--- src/hwmon_pkg.sv ---
/*
 * Constants and types for the hardware-monitor register readout block.
 * Assumes a single core clock; results arrive from an external converter.
 */
package hwmon_pkg;
    // ==========================================
    // register indices
    localparam logic [7:0] IDX_VOLT_FIRST = 8'h20;
    localparam logic [7:0] IDX_VOLT_LAST = 8'h25;
    localparam logic [7:0] IDX_ANALOG_SUPPLY = 8'h22;
    localparam logic [7:0] IDX_MAIN_SUPPLY = 8'h23;
    localparam logic [7:0] IDX_SYS_TEMP = 8'h27;
    localparam logic [7:0] IDX_SLAVE_ADDR = 8'h48;
    localparam logic [7:0] IDX_BANK_SEL = 8'h4E;
    localparam logic [7:0] IDX_CPU_TEMP_HI = 8'h50;
    localparam logic [7:0] IDX_CPU_TEMP_LO = 8'h51;
    localparam logic [7:0] IDX_SENSE_METHOD = 8'h59;
    localparam logic [7:0] IDX_SENSE_TYPE = 8'h5D;
    localparam logic [7:0] IDX_SENSE_AUX = 8'h5E;
    // extra channels, bank 5
    localparam logic [7:0] IDX_BATTERY = 8'h50;
    localparam logic [7:0] IDX_STANDBY = 8'h51;
    localparam logic [2:0] BANK_MAIN = 3'h0;
    localparam logic [2:0] BANK_CPU = 3'h1;
    localparam logic [2:0] BANK_EXTRA = 3'h5;
    // ==========================================
    // host port and resets
    localparam logic [15:0] HOST_INDEX_PORT = 16'h0295;
    localparam logic [15:0] HOST_DATA_PORT = 16'h0296;
    localparam logic [6:0] SLAVE_ADDR_RESET = 7'h2D;
    localparam logic [7:0] BYTE_ZERO = 8'h00;
    // ==========================================
    // sensor selection fields
    localparam int SYS_DIODE_BIT = 1;
    localparam int CPU_DIODE_BIT = 2;
    localparam int SYS_CURRENT_BIT = 4;
    localparam int CPU_CURRENT_BIT = 5;
    // ==========================================
    // converter channels: 0..7 voltages, then temperatures
    localparam logic [3:0] CH_CORE = 4'h0;
    localparam logic [3:0] CH_GEN0 = 4'h1;
    localparam logic [3:0] CH_ANALOG = 4'h2;
    localparam logic [3:0] CH_MAIN = 4'h3;
    localparam logic [3:0] CH_GEN1 = 4'h4;
    localparam logic [3:0] CH_GEN2 = 4'h5;
    localparam logic [3:0] CH_BATTERY = 4'h6;
    localparam logic [3:0] CH_STANDBY = 4'h7;
    localparam logic [3:0] CH_SYS_TEMP = 4'h8;
    localparam logic [3:0] CH_CPU_TEMP = 4'h9;
    localparam int NUM_VOLT = 8;
    localparam int BIT_COUNT_BYTE = 8;

    typedef struct packed {
        logic valid;
        logic [3:0] channel;
        logic [8:0] code;
    } conv_result_t;

    typedef enum logic [1:0] {
        SENSE_THERMISTOR = 2'h0,
        SENSE_DIODE_VOLTAGE = 2'h1,
        SENSE_DIODE_CURRENT = 2'h2
    } sense_mode_t;

    typedef enum logic [8:0] {
        SL_IDLE = 9'h001,
        SL_ADDR = 9'h002,
        SL_ADDR_ACK = 9'h004,
        SL_PTR = 9'h008,
        SL_PTR_ACK = 9'h010,
        SL_WDATA = 9'h020,
        SL_WDATA_ACK = 9'h040,
        SL_RDATA = 9'h080,
        SL_RDATA_ACK = 9'h100
    } slave_state_t;
endpackage

--- src/hw_monitor_readout_regs.sv ---
/*
 * Hardware-monitor register file with a host index/data port and a
 * serial two-wire slave port into the same registers.
 * Assumes bus pins are already synchronous to core_clk and that an
 * outside converter delivers one result at a time on conv_in.
 */
`timescale 1ns/100ps
`default_nettype none
module hw_monitor_readout_regs #(
    parameter logic [15:0] INDEX_PORT = hwmon_pkg::HOST_INDEX_PORT,
    parameter logic [15:0] DATA_PORT = hwmon_pkg::HOST_DATA_PORT,
    parameter logic [6:0] SLAVE_ADDR_DEFAULT = hwmon_pkg::SLAVE_ADDR_RESET
) (
    // clock and reset
    input wire logic core_clk,
    input wire logic rst,
    // host index/data port
    input wire logic [15:0] host_addr,
    input wire logic host_wr,
    input wire logic host_rd,
    input wire logic [7:0] host_wdata,
    output logic [7:0] host_rdata,
    // serial slave pins
    input wire logic scl_in,
    input wire logic sda_in,
    output logic sda_out,
    output logic sda_oe,
    // converter results
    input wire hwmon_pkg::conv_result_t conv_in,
    // sensor selection
    output hwmon_pkg::sense_mode_t system_temp_input_mode,
    output hwmon_pkg::sense_mode_t processor_temp_input_mode
);
    // ==========================================
    // storage
    logic [7:0] volt_q [hwmon_pkg::NUM_VOLT];
    logic [7:0] sys_temp_q;
    logic [8:0] cpu_temp_q;
    logic [6:0] slave_addr_q;
    logic [7:0] bank_q;
    logic [7:0] method_q;
    logic [7:0] type_q;
    logic [7:0] aux_q;
    logic [7:0] index_q;
    logic [7:0] host_rdata_q;

    logic wr_en;
    logic [7:0] wr_idx;
    logic [7:0] wr_data;
    logic host_data_wr;
    logic sl_wr;
    logic [7:0] sl_ptr_q;
    logic [7:0] sl_shift_q;
    logic [7:0] sl_rd_byte;

    // banked read decode, shared by both ports
    function automatic logic [7:0] read_reg(input logic [7:0] idx);
        logic [2:0] bank;
        bank = bank_q[2:0];
        read_reg = hwmon_pkg::BYTE_ZERO;
        if (idx == hwmon_pkg::IDX_BANK_SEL) begin
            read_reg = bank_q;
        end else if (bank == hwmon_pkg::BANK_MAIN) begin
            if (idx >= hwmon_pkg::IDX_VOLT_FIRST && idx <= hwmon_pkg::IDX_VOLT_LAST) begin
                read_reg = volt_q[3'(idx - hwmon_pkg::IDX_VOLT_FIRST)];
            end else if (idx == hwmon_pkg::IDX_SYS_TEMP) begin
                read_reg = sys_temp_q;
            end else if (idx == hwmon_pkg::IDX_SLAVE_ADDR) begin
                read_reg = {1'b0, slave_addr_q};
            end else if (idx == hwmon_pkg::IDX_SENSE_METHOD) begin
                read_reg = method_q;
            end else if (idx == hwmon_pkg::IDX_SENSE_TYPE) begin
                read_reg = type_q;
            end else if (idx == hwmon_pkg::IDX_SENSE_AUX) begin
                read_reg = aux_q;
            end
        end else if (bank == hwmon_pkg::BANK_CPU) begin
            if (idx == hwmon_pkg::IDX_CPU_TEMP_HI) begin
                read_reg = cpu_temp_q[8:1];
            end else if (idx == hwmon_pkg::IDX_CPU_TEMP_LO) begin
                read_reg = {cpu_temp_q[0], 7'h00};
            end
        end else if (bank == hwmon_pkg::BANK_EXTRA) begin
            if (idx == hwmon_pkg::IDX_BATTERY) begin
                read_reg = volt_q[hwmon_pkg::CH_BATTERY[2:0]];
            end else if (idx == hwmon_pkg::IDX_STANDBY) begin
                read_reg = volt_q[hwmon_pkg::CH_STANDBY[2:0]];
            end
        end
    endfunction

    // ==========================================
    // write arbitration: host wins a same-cycle clash
    assign host_data_wr = host_wr && (host_addr == DATA_PORT);
    always_comb begin
        wr_en = host_data_wr || sl_wr;
        wr_idx = host_data_wr ? index_q : sl_ptr_q;
        wr_data = host_data_wr ? host_wdata : sl_shift_q;
    end

    // ==========================================
    // host port
    always_ff @(posedge core_clk or posedge rst) begin
        if (rst) begin
            index_q <= hwmon_pkg::BYTE_ZERO;
        end else if (host_wr && host_addr == INDEX_PORT) begin
            index_q <= host_wdata;
        end
    end

    // reads are side-effect free, only the answer flop moves
    always_ff @(posedge core_clk or posedge rst) begin
        if (rst) begin
            host_rdata_q <= hwmon_pkg::BYTE_ZERO;
        end else if (host_rd && host_addr == INDEX_PORT) begin
            host_rdata_q <= index_q;
        end else if (host_rd && host_addr == DATA_PORT) begin
            host_rdata_q <= read_reg(index_q);
        end
    end
    assign host_rdata = host_rdata_q;

    // ==========================================
    // writable configuration
    always_ff @(posedge core_clk or posedge rst) begin
        if (rst) begin
            bank_q <= hwmon_pkg::BYTE_ZERO;
            slave_addr_q <= SLAVE_ADDR_DEFAULT;
            method_q <= hwmon_pkg::BYTE_ZERO;
            type_q <= hwmon_pkg::BYTE_ZERO;
            aux_q <= hwmon_pkg::BYTE_ZERO;
        end else if (wr_en) begin
            if (wr_idx == hwmon_pkg::IDX_BANK_SEL) begin
                bank_q <= wr_data;
            end else if (bank_q[2:0] == hwmon_pkg::BANK_MAIN) begin
                if (wr_idx == hwmon_pkg::IDX_SLAVE_ADDR) begin
                    slave_addr_q <= wr_data[6:0];
                end
                if (wr_idx == hwmon_pkg::IDX_SENSE_METHOD) begin
                    method_q <= wr_data;
                end
                if (wr_idx == hwmon_pkg::IDX_SENSE_TYPE) begin
                    type_q <= wr_data;
                end
                if (wr_idx == hwmon_pkg::IDX_SENSE_AUX) begin
                    aux_q <= wr_data;
                end
            end
        end
    end

    // ==========================================
    // sensor mode decode
    function automatic hwmon_pkg::sense_mode_t mode_of(input logic diode, input logic cur);
        if (!diode) begin
            mode_of = hwmon_pkg::SENSE_THERMISTOR;
        end else if (cur) begin
            mode_of = hwmon_pkg::SENSE_DIODE_CURRENT;
        end else begin
            mode_of = hwmon_pkg::SENSE_DIODE_VOLTAGE;
        end
    endfunction

    always_comb begin
        system_temp_input_mode = mode_of(type_q[hwmon_pkg::SYS_DIODE_BIT],
            method_q[hwmon_pkg::SYS_CURRENT_BIT]);
        processor_temp_input_mode = mode_of(type_q[hwmon_pkg::CPU_DIODE_BIT],
            method_q[hwmon_pkg::CPU_CURRENT_BIT]);
    end

    // ==========================================
    // conversion results
    // codes are stored raw; divider scaling is left to software
    always_ff @(posedge core_clk or posedge rst) begin
        if (rst) begin
            for (int i = 0; i < hwmon_pkg::NUM_VOLT; i++) begin
                volt_q[i] <= hwmon_pkg::BYTE_ZERO;
            end
        end else if (conv_in.valid && conv_in.channel < hwmon_pkg::CH_SYS_TEMP) begin
            volt_q[conv_in.channel[2:0]] <= conv_in.code[7:0];
        end
    end

    always_ff @(posedge core_clk or posedge rst) begin
        if (rst) begin
            sys_temp_q <= hwmon_pkg::BYTE_ZERO;
            cpu_temp_q <= 9'h000;
        end else if (conv_in.valid) begin
            if (conv_in.channel == hwmon_pkg::CH_SYS_TEMP) begin
                sys_temp_q <= conv_in.code[7:0];
            end
            if (conv_in.channel == hwmon_pkg::CH_CPU_TEMP) begin
                cpu_temp_q <= conv_in.code;
            end
        end
    end

    // ==========================================
    // serial slave
    hwmon_pkg::slave_state_t sl_state_q;
    logic scl_q;
    logic sda_q;
    logic [3:0] sl_cnt_q;
    logic sl_read_q;
    logic sl_nack_q;
    logic sda_oe_q;
    logic scl_rise;
    logic scl_fall;
    logic bus_start;
    logic bus_stop;
    logic byte_done;

    always_ff @(posedge core_clk or posedge rst) begin
        if (rst) begin
            scl_q <= 1'b1;
            sda_q <= 1'b1;
        end else begin
            scl_q <= scl_in;
            sda_q <= sda_in;
        end
    end

    assign scl_rise = scl_in && !scl_q;
    assign scl_fall = !scl_in && scl_q;
    assign bus_start = scl_in && scl_q && sda_q && !sda_in;
    assign bus_stop = scl_in && scl_q && !sda_q && sda_in;
    assign byte_done = sl_cnt_q == 4'(hwmon_pkg::BIT_COUNT_BYTE);
    assign sl_wr = scl_fall && byte_done && sl_state_q == hwmon_pkg::SL_WDATA;
    assign sl_rd_byte = read_reg(sl_ptr_q);

    always_ff @(posedge core_clk or posedge rst) begin
        if (rst) begin
            sl_state_q <= hwmon_pkg::SL_IDLE;
            sl_cnt_q <= 4'h0;
            sl_shift_q <= hwmon_pkg::BYTE_ZERO;
            sl_ptr_q <= hwmon_pkg::BYTE_ZERO;
            sl_read_q <= 1'b0;
            sl_nack_q <= 1'b0;
            sda_oe_q <= 1'b0;
        end else if (bus_start) begin
            sl_state_q <= hwmon_pkg::SL_ADDR;
            sl_cnt_q <= 4'h0;
            sda_oe_q <= 1'b0;
        end else if (bus_stop) begin
            sl_state_q <= hwmon_pkg::SL_IDLE;
            sda_oe_q <= 1'b0;
        end else if (scl_rise) begin
            unique case (sl_state_q)
                hwmon_pkg::SL_ADDR, hwmon_pkg::SL_PTR, hwmon_pkg::SL_WDATA: begin
                    sl_shift_q <= {sl_shift_q[6:0], sda_in};
                    sl_cnt_q <= sl_cnt_q + 4'h1;
                end
                hwmon_pkg::SL_RDATA_ACK: begin
                    sl_nack_q <= sda_in;
                end
                default: begin
                end
            endcase
        end else if (scl_fall) begin
            unique case (sl_state_q)
                hwmon_pkg::SL_ADDR: begin
                    if (byte_done && sl_shift_q[7:1] == slave_addr_q) begin
                        sl_read_q <= sl_shift_q[0];
                        sda_oe_q <= 1'b1;
                        sl_state_q <= hwmon_pkg::SL_ADDR_ACK;
                    end else if (byte_done) begin
                        sl_state_q <= hwmon_pkg::SL_IDLE;
                    end
                end
                hwmon_pkg::SL_ADDR_ACK: begin
                    sl_cnt_q <= 4'h0;
                    if (sl_read_q) begin
                        sl_shift_q <= sl_rd_byte;
                        sda_oe_q <= !sl_rd_byte[7];
                        sl_cnt_q <= 4'h1;
                        sl_state_q <= hwmon_pkg::SL_RDATA;
                    end else begin
                        sda_oe_q <= 1'b0;
                        sl_state_q <= hwmon_pkg::SL_PTR;
                    end
                end
                hwmon_pkg::SL_PTR: begin
                    if (byte_done) begin
                        sl_ptr_q <= sl_shift_q;
                        sda_oe_q <= 1'b1;
                        sl_state_q <= hwmon_pkg::SL_PTR_ACK;
                    end
                end
                hwmon_pkg::SL_WDATA: begin
                    if (byte_done) begin
                        sda_oe_q <= 1'b1;
                        sl_state_q <= hwmon_pkg::SL_WDATA_ACK;
                    end
                end
                hwmon_pkg::SL_PTR_ACK, hwmon_pkg::SL_WDATA_ACK: begin
                    sda_oe_q <= 1'b0;
                    sl_cnt_q <= 4'h0;
                    sl_state_q <= hwmon_pkg::SL_WDATA;
                end
                hwmon_pkg::SL_RDATA: begin
                    if (byte_done) begin
                        sda_oe_q <= 1'b0;
                        sl_state_q <= hwmon_pkg::SL_RDATA_ACK;
                    end else begin
                        sda_oe_q <= !sl_shift_q[3'(7 - sl_cnt_q)];
                        sl_cnt_q <= sl_cnt_q + 4'h1;
                    end
                end
                hwmon_pkg::SL_RDATA_ACK: begin
                    if (sl_nack_q) begin
                        sl_state_q <= hwmon_pkg::SL_IDLE;
                    end else begin
                        // same register again: pointer does not advance
                        sl_shift_q <= sl_rd_byte;
                        sda_oe_q <= !sl_rd_byte[7];
                        sl_cnt_q <= 4'h1;
                        sl_state_q <= hwmon_pkg::SL_RDATA;
                    end
                end
                default: begin
                end
            endcase
        end
    end

    assign sda_out = 1'b0;
    assign sda_oe = sda_oe_q;
endmodule
`default_nettype wire

--- config.mk ---
export PLATFORM = sky130hd
export DESIGN_NAME = hw_monitor_readout_regs
export DESIGN_NICKNAME = d
export VERILOG_FILES = /design/src/hwmon_pkg.sv /design/src/hw_monitor_readout_regs.sv
export SDC_FILE = /design/constraint.sdc
export NUM_CORES = 1
export LEC_CHECK = 0
export ABC_AREA = 1
export BUFFER_PORTS_ARGS = -buffer_cell sky130_fd_sc_hd__buf_2
export CELL_PAD_IN_SITES_DETAIL_PLACEMENT = 1
export CELL_PAD_IN_SITES_GLOBAL_PLACEMENT = 1
export CORE_MARGIN = 4
export CORE_UTILIZATION = 48
export DETAILED_ROUTE_END_ITERATION = 8
export GPL_TIMING_DRIVEN = 1
export PLACE_DENSITY_LB_ADDON = 0.25
export SLEW_MARGIN = 20
export SYNTH_ARGS = -nofsm -noshare
export SYNTH_HDL_FRONTEND = slang
export SYNTH_SLANG_ARGS = --single-unit
--- constraint.sdc ---
create_clock -name core_clk -period 9.6 [get_ports core_clk]
set_input_delay 0.96 -clock core_clk [delete_from_list [all_inputs] [get_ports core_clk]]
set_output_delay 0.96 -clock core_clk [all_outputs]
set_load 0.05 [all_outputs]
==> flow_summary.rst, run 1 <==
.. list-table::
   :header-rows: 1

   * - Metric
     - Value
   * - Run status
     - completed
   * - # port buffers
     - 56
   * - Dpl cell area
     - 11100 um2
   * - Number of endpoints with negative hold slack in the final report
     - 0
   * - Die Y-Extent
     - 156 um
   * - Layout fillers
     - 2877
   * - Max-slew violations
     - 0
   * - Iter 0 DRT Violations
     - 1015
   * - Pin count of the biggest net entering global routing
     - 107
   * - Ordered cell list for the critical path
     - inv_1 -> nor2_1 -> nand3_1 -> a21oi_1 -> nand3_1 -> nand3_1 -> nand2_1 -> nand2_1 -> nand2_1 -> nand2_1
   * - Multiplexer fraction of the synthesized cell area
     - 0.202%
   * - Data arrival at the endpoint of the critical path
     - 3.91 ns
   * - Slack of the worst reg-to-reg path
     - 6.07 ns
   * - Via density per instance
     - 6.11
   * - Post-layout nets
     - 1665
   * - Area enclosed by the die boundary
     - 24400 um2
   * - Wire length after detailed routing
     - 42.1 mm
   * - Total Routing Usage GR
     - 35.1%
   * - Critical Path Start Type
     - flop
   * - CP Max Fanout
     - 12
   * - Main combinational cell family by area after synthesis
     - simple AND/OR/NAND/NOR gates
   * - Multi-input gate area in the final layout
     - 5340 um2
   * - WL/cell
     - 22.1 um
   * - Most common cell after layout, fill and taps aside
     - nand2_1
   * - Placed cell count
     - 1870
   * - Remaining max-slew budget at the tightest pin
     - 24.9%
   * - Final setup violation count
     - 0
   * - Most used cells in the layout excluding fill and tap cells
     - 511 x nand2_1, 189 x inv_1, 189 x o21ai_0
   * - Post-CTS Resized
     - 0
   * - Post-synthesis net count
     - 1623
   * - Req. time, crit path
     - 9.98 ns
   * - Antenna cell count
     - 0
   * - Most prevalent standard cell on the critical path
     - nand2_1
   * - Non-filler cells, final
     - 1903
   * - Latest clock arrival within the worst-skew pair
     - 0.45 ns
   * - Antenna violations before repair
     - 1
   * - Worst min path class
     - in -> async
   * - Clock tree from TritonCTS
     - done
   * - Final weighted congestion of routability-driven global placement
     - 0.961
   * - IR Drop Worst-Case VDD
     - 121 uV
   * - Initial Util
     - 49.5%
   * - Delay contributed by the slowest stage of the critical path
     - 0.80 ns
   * - Wire length of the first global-routing pass
     - 66.2 mm
   * - Synth Area in Adders
     - 0.712%
   * - Crit path max-delay cell type
     - dfrtp_1
   * - Post-CTS setup-driven buffer insertion count
     - 0
   * - Antenna-violating nets left
     - 0
   * - Maximum count of clock buffers along a single path
     - 2
   * - Unrepaired setup endpoints after global routing
     - no
   * - Layout cell share with drive strength beyond 1
     - 8.48%
   * - Area added between synthesis and finish
     - 11.0%
   * - Xor-xnor portion of the synthesized cell area
     - 0.582%
   * - DRC Markers
     - 0
   * - Count of state elements after synthesis
     - 170
   * - Horizontal die dimension
     - 156 um
   * - Worst r2r src
     - sl_ptr_q[2]
   * - Area of all placed cells without fillers
     - 11700 um2
   * - Final setup TNS
     - 0 ns
   * - Core Footprint
     - 21300 um2
   * - RR Endpoint
     - sl_shift_q[2]
   * - Share of the cycle needed by the critical path after routing
     - 36.8%
   * - Count of cell types in the netlist
     - 43
   * - Total overflow reported by the global router
     - 0
   * - Depth of the CTS H-tree
     - 4
   * - Syn_area_per_cell
     - 6.70 um2
   * - Clock-pin transition on the worst setup and hold timing paths
     - 0.07 ns
   * - Actual slew at the worst max-slew pin
     - 1.11 ns
   * - Top achievable clock speed
     - 0.283 GHz
   * - Flip-flop and latch area
     - 4260 um2
   * - Crit path buf inv count
     - 1
   * - Total CTS buffers
     - 17
   * - Number of buffers inserted by hold repair at cts
     - 0
   * - Instance count on the critical path
     - 10
   * - Number of global-route vias before repair
     - 11.7k
   * - Proportion of synthesized chip area in sequential cells
     - 40.4%
   * - Power density cells
     - 172 nW/um2
   * - Critical path type
     - reg -> reg
   * - Final worst path period need
     - 3.53 ns
   * - Area of the mapped netlist
     - 10500 um2
   * - Worst reg2reg path depth
     - 10
   * - Clock Skew
     - 0.0158 ns
   * - Crit path capture type
     - flop
   * - Static Leak
     - 0.00589 uW
   * - Cell class contributing the biggest share of worst-path delay
     - simple AND/OR/NAND/NOR gates
   * - Row count
     - 53
   * - Synthesized-area fraction occupied by and/or/nand/nor cells
     - 35.6%
   * - Number of standard cells after synthesis
     - 1573
   * - Root buffer cell
     - clkbuf_16
   * - Area fraction in compound gates after synthesis
     - 13.5%
   * - Max_cap viols
     - 0
   * - Yosys synthesis warning count
     - 0
   * - Via count of the routed design
     - 11.6k
   * - Num Clock Sinks
     - 170
   * - # IOs
     - 58
   * - 1st-pass router iterations
     - 5
   * - HPWL after detailed placement
     - 30.7 mm
[worst max-delay path by stage]
stage	from	endpoint	slack, ns
after floorplan	rst	aux_q[0]	4.05
after global placement	host_addr[15]	aux_q[5]	6.08
after detailed placement	host_addr[15]	type_q[2]	5.82
after CTS	host_addr[15]	slave_addr_q[6]	6.18
after global routing	host_addr[15]	type_q[6]	5.94
final	sl_ptr_q[2]	sl_shift_q[2]	6.07
[cell families after synthesis]
logic type | count (synthesis)
simple gates | 880
buf+inv | 240
mux | 2
compound gates | 267
flops | 170
fa+ha+maj | 6
other cells | 1
xor+xnor | 7
[flip-flops by register name, summed over array words and instances, names as in the netlist]
signal        flops
sl_shift_q        8
host_rdata        8
method_q          8
scl_q             1
sda_oe            1
sys_temp_q        8
sl_ptr_q          8
volt_q           64
sl_state_q        9
sl_read_q         1
sl_cnt_q          4
sda_q             1
aux_q             8
type_q            8
sl_nack_q         1
cpu_temp_q        9
slave_addr_q      7
bank_q            8
index_q           8
[cell type report]
cell class | count | area share (%)
Clock inverter | 14 | 1.50
Multi-Input combinational cell | 1163 | 45.7
Timing Repair Buffer | 70 | 3.47
Inverter | 193 | 6.24
Clock buffer | 18 | 3.75
Sequential cell | 170 | 36.4
Tap cell | 275 | 2.94
[where the power goes]
group / internal (uW) / switching (uW)
Sequential: 814 / 109
Clock: 402 / 339
Combinational: 105 / 243
[metrics by stage]
stage               power, uW  hold slack (ns)  setup WS (ns)  util (%)
floorplan                1110            0.442           4.05         -
global placement         1230            0.459           6.08      51.9
detailed placement       1260            0.461           5.82      51.9
CTS                      2000            0.478           6.18      54.8
global route             2100            0.497           5.94      55.0
finish                   2010            0.474           6.07      55.0
[layer usage]
metal / up-vias / track usage [%] / share of wire, %
li1: 5176 / - / -
met4: 0 / 12.3 / 3.2
met3: 112 / 8.38 / 9.0
met2: 530 / 53.8 / 45
met5: - / 0 / 0
met1: 5808 / 49.1 / 43
[cell usage after synthesis, drive strengths merged]
master,instances,area share (%)
o31ai,3,0.21
o211a,2,0.19
dfstp,7,1.7
clkbuf,37,1.3
nand3b,7,0.50
nand3,142,6.8
nand4,38,2.3
o2111ai,6,0.50
o211ai,7,0.50
dfrtp,163,39
buf,10,0.69
o22ai,15,0.89
ha,6,0.71
inv,192,6.8
o21ai,194,9.2
nor4,3,0.18
nand2,518,19
a22oi,2,0.14
nor2,150,6.1
and3,1,0.059
mux2i,1,0.095
mux2,1,0.11
nor3,19,0.95
or2,1,0.059
clkinv,1,0.036
xor2,7,0.58
conb,1,0.036
a31oi,3,0.18
and2,1,0.059
a21oi,34,1.6
o21a,1,0.071
(Power assumes the default switching activity.)
==> run 2: changes to the inputs <==
- CORE_UTILIZATION: 48 -> 45
- clock period: 9.6 -> 3.5 ns (I/O delays scaled with it)
==> run 2 against run 1 <==
Effect of this change: critical endpoint is now method_q[3]; clock skew fell by 0.0040 ns; via count fell by 2.1%; combinational power rose to 2.8 times the previous value; first-iteration DRC count rose by 4.9%; worst setup slack got worse by 5.3 ns; design area rose by 1.8%; critical path type unchanged; sequential power rose to 2.7 times the previous value; maximum frequency rose by 29%; clock power rose to 2.9 times the previous value; register-to-register slack got worse by 5.3 ns; sequential share of layout area fell by 0.66 points.
==> flow_summary.rst, run 2 (synthesis results as in run 1) <==
.. list-table::
   :header-rows: 1

   * - Metric
     - Value
   * - Run status
     - completed (unchanged)
   * - # IOs
     - 58 (unchanged)
   * - Static Leak
     - 0.00599 uW (was 0.00589 uW)
   * - Crit path capture type
     - flop (unchanged)
   * - Most common cell after layout, fill and taps aside
     - nand2_1 (unchanged)
   * - Wire length after detailed routing
     - 40.7 mm (was 42.1 mm)
   * - Worst min path class
     - in -> async (unchanged)
   * - Total Routing Usage GR
     - 31.5% (was 35.1%)
   * - Clock Skew
     - 0.0117 ns (was 0.0158 ns)
   * - Final critical-path setup slack
     - 0.764 ns (was 6.07 ns)
   * - Post-layout nets
     - 1681 (was 1665)
   * - Layout cell share with drive strength beyond 1
     - 9.25% (was 8.48%)
   * - Num Clock Sinks
     - 170 (unchanged)
   * - Max_cap viols
     - 0 (unchanged)
   * - Share of the cycle needed by the critical path after routing
     - 78.2% (was 36.8%)
   * - Post-CTS Resized
     - 0 (unchanged)
   * - Antenna cell count
     - 0 (unchanged)
   * - Core Footprint
     - 22800 um2 (was 21300 um2)
   * - Total power consumption of the routed design
     - 5650 uW (was 2010 uW)
   * - Req. time, crit path
     - 3.83 ns (was 9.98 ns)
   * - Initial Util
     - 46.1% (was 49.5%)
   * - HPWL after detailed placement
     - 30.5 mm (was 30.7 mm)
   * - WL/cell
     - 20.8 um (was 22.1 um)
   * - Power density cells
     - 475 nW/um2 (was 172 nW/um2)
   * - Via count of the routed design
     - 11.4k (was 11.6k)
   * - Maximum count of clock buffers along a single path
     - 2 (unchanged)
   * - Root buffer cell
     - clkbuf_16 (unchanged)
   * - Register with the highest flop count
     - volt_q (unchanged)
   * - Total overflow reported by the global router
     - 0 (unchanged)
   * - Die Y-Extent
     - 161 um (was 156 um)
   * - Pin count of the biggest net entering global routing
     - 97 (was 107)
   * - Antenna violations before repair
     - 0 (was 1)
   * - Row count
     - 55 (was 53)
   * - Dpl cell area
     - 11300 um2 (was 11100 um2)
   * - IR Drop Worst-Case VDD
     - 248 uV (was 121 uV)
   * - 1st-pass router iterations
     - 5 (unchanged)
   * - Most used cells in the layout excluding fill and tap cells
     - 511 x nand2_1, 192 x o21ai_0, 189 x inv_1 (was 511 x nand2_1, 189 x inv_1, 189 x o21ai_0)
   * - Clock-pin transition on the worst setup and hold timing paths
     - 0.07 ns (about the same)
   * - Final setup violation count
     - 0 (unchanged)
   * - Clock tree from TritonCTS
     - done (unchanged)
   * - Final core utilization
     - 52.1% (was 55.0%)
   * - Remaining max-slew budget at the tightest pin
     - 29.4% (was 24.9%)
   * - CP Max Fanout
     - 27 (was 12)
   * - Largest register FFs
     - 64 (unchanged)
   * - Number of global-route vias before repair
     - 11.5k (was 11.7k)
   * - Horizontal die dimension
     - 161 um (was 156 um)
   * - Depth of the CTS H-tree
     - 4 (unchanged)
   * - Max-slew violations
     - 0 (unchanged)
   * - Unrepaired setup endpoints after global routing
     - no (unchanged)
   * - Post-CTS setup-driven buffer insertion count
     - 0 (unchanged)
   * - Number of buffers inserted by hold repair at cts
     - 0 (unchanged)
   * - Number of endpoints with negative hold slack in the final report
     - 0 (unchanged)
   * - Critical Path Start Type
     - flop (unchanged)
   * - Total CTS buffers
     - 17 (unchanged)
   * - Critical path type
     - reg -> reg (unchanged)
   * - Biggest regs
     - volt_q x64, cpu_temp_q x9, sl_state_q x9 (unchanged)
   * - Final setup TNS
     - 0 ns (unchanged)
   * - Data arrival at the endpoint of the critical path
     - 3.06 ns (was 3.91 ns)
   * - # port buffers
     - 56 (unchanged)
   * - Area enclosed by the die boundary
     - 25900 um2 (was 24400 um2)
   * - DRC Markers
     - 0 (unchanged)
   * - Latest clock arrival within the worst-skew pair
     - 0.44 ns (was 0.45 ns)
   * - Area added between synthesis and finish
     - 13.0% (was 11.0%)
   * - Final worst path period need
     - 2.74 ns (was 3.53 ns)
   * - Worst setup slack before clock tree synthesis
     - 0.759 ns (was 5.82 ns)
   * - Layout fillers
     - 3110 (was 2877)
   * - Top achievable clock speed
     - 0.366 GHz (was 0.283 GHz)
   * - Wire length of the first global-routing pass
     - 64.7 mm (was 66.2 mm)
   * - Antenna-violating nets left
     - 0 (unchanged)
   * - Area of all placed cells without fillers
     - 11900 um2 (was 11700 um2)
   * - Actual slew at the worst max-slew pin
     - 1.05 ns (was 1.11 ns)
   * - Final weighted congestion of routability-driven global placement
     - 0.968 (was 0.961)
   * - Iter 0 DRT Violations
     - 1065 (was 1015)
   * - Via density per instance
     - 5.81 (was 6.11)
run 2: critical path, cell delays in order (launching register included):
cell and delay [ns]:
dfrtp_1 0.50, inv_1 0.16, ha_1 0.16, nand2_1 0.15
inv_1 0.14, nand2_1 0.12, o21ai_1 0.16, buf_4 0.21
inv_1 0.08, nor2_4 0.49, nand2_2 0.24, nand2_1 0.14
nand2_1 0.07
run 2: cell type report:
| class | count | area [um2] | share of cell area [%] |
|---|---|---|---|
| flip-flops and latches | 170 | 4260 | 35.8 |
| clock buffers | 18 | 429 | 3.60 |
| multi-input cells | 1163 | 5340 | 44.8 |
| clock inverters | 14 | 231 | 1.94 |
| repair buffers | 86 | 531 | 4.45 |
| inverters | 193 | 728 | 6.11 |
| well taps | 313 | 392 | 3.29 |
run 2: final timing paths:
check                              startpoint         endpoint  slack [ns]  cells past startpoint
worst max-delay path              sl_cnt_q[0]      method_q[3]        0.76                     12
worst min-delay path                      rst       volt_q[60]        0.04                      3
worst max register to register    sl_cnt_q[0]      method_q[3]        0.76                     12
worst min register to register  host_rdata[6]    host_rdata[6]        0.48                      2
max in group asynchronous                 rst  slave_addr_q[0]        2.97                      3
min in group core_clk                  scl_in            scl_q        0.05                      1
run 2: power breakdown:
group          leakage (uW)  internal, uW  switching (uW)  total, uW
registers           0.00221          2230             289       2520
clock network      0.000316          1290             885       2170
logic               0.00346           311             649        959
run 2: metrics by stage:
step                      instances  hold slack (ns)
after global routing           1957           0.0360
after detailed placement       1925            0.462
after floorplan                1573            0.354
after global placement         1925            0.457
final                          1957           0.0352
after CTS                      1957           0.0365
run 2: metal layers:
metal	global-route usage [%]	vias to the layer above	share of wire, %
li1	-	5214	-
met1	45.6	5597	45
met2	48.3	487	44
met3	5.05	80	7.7
met4	11.1	0	3.1
met5	0	-	0
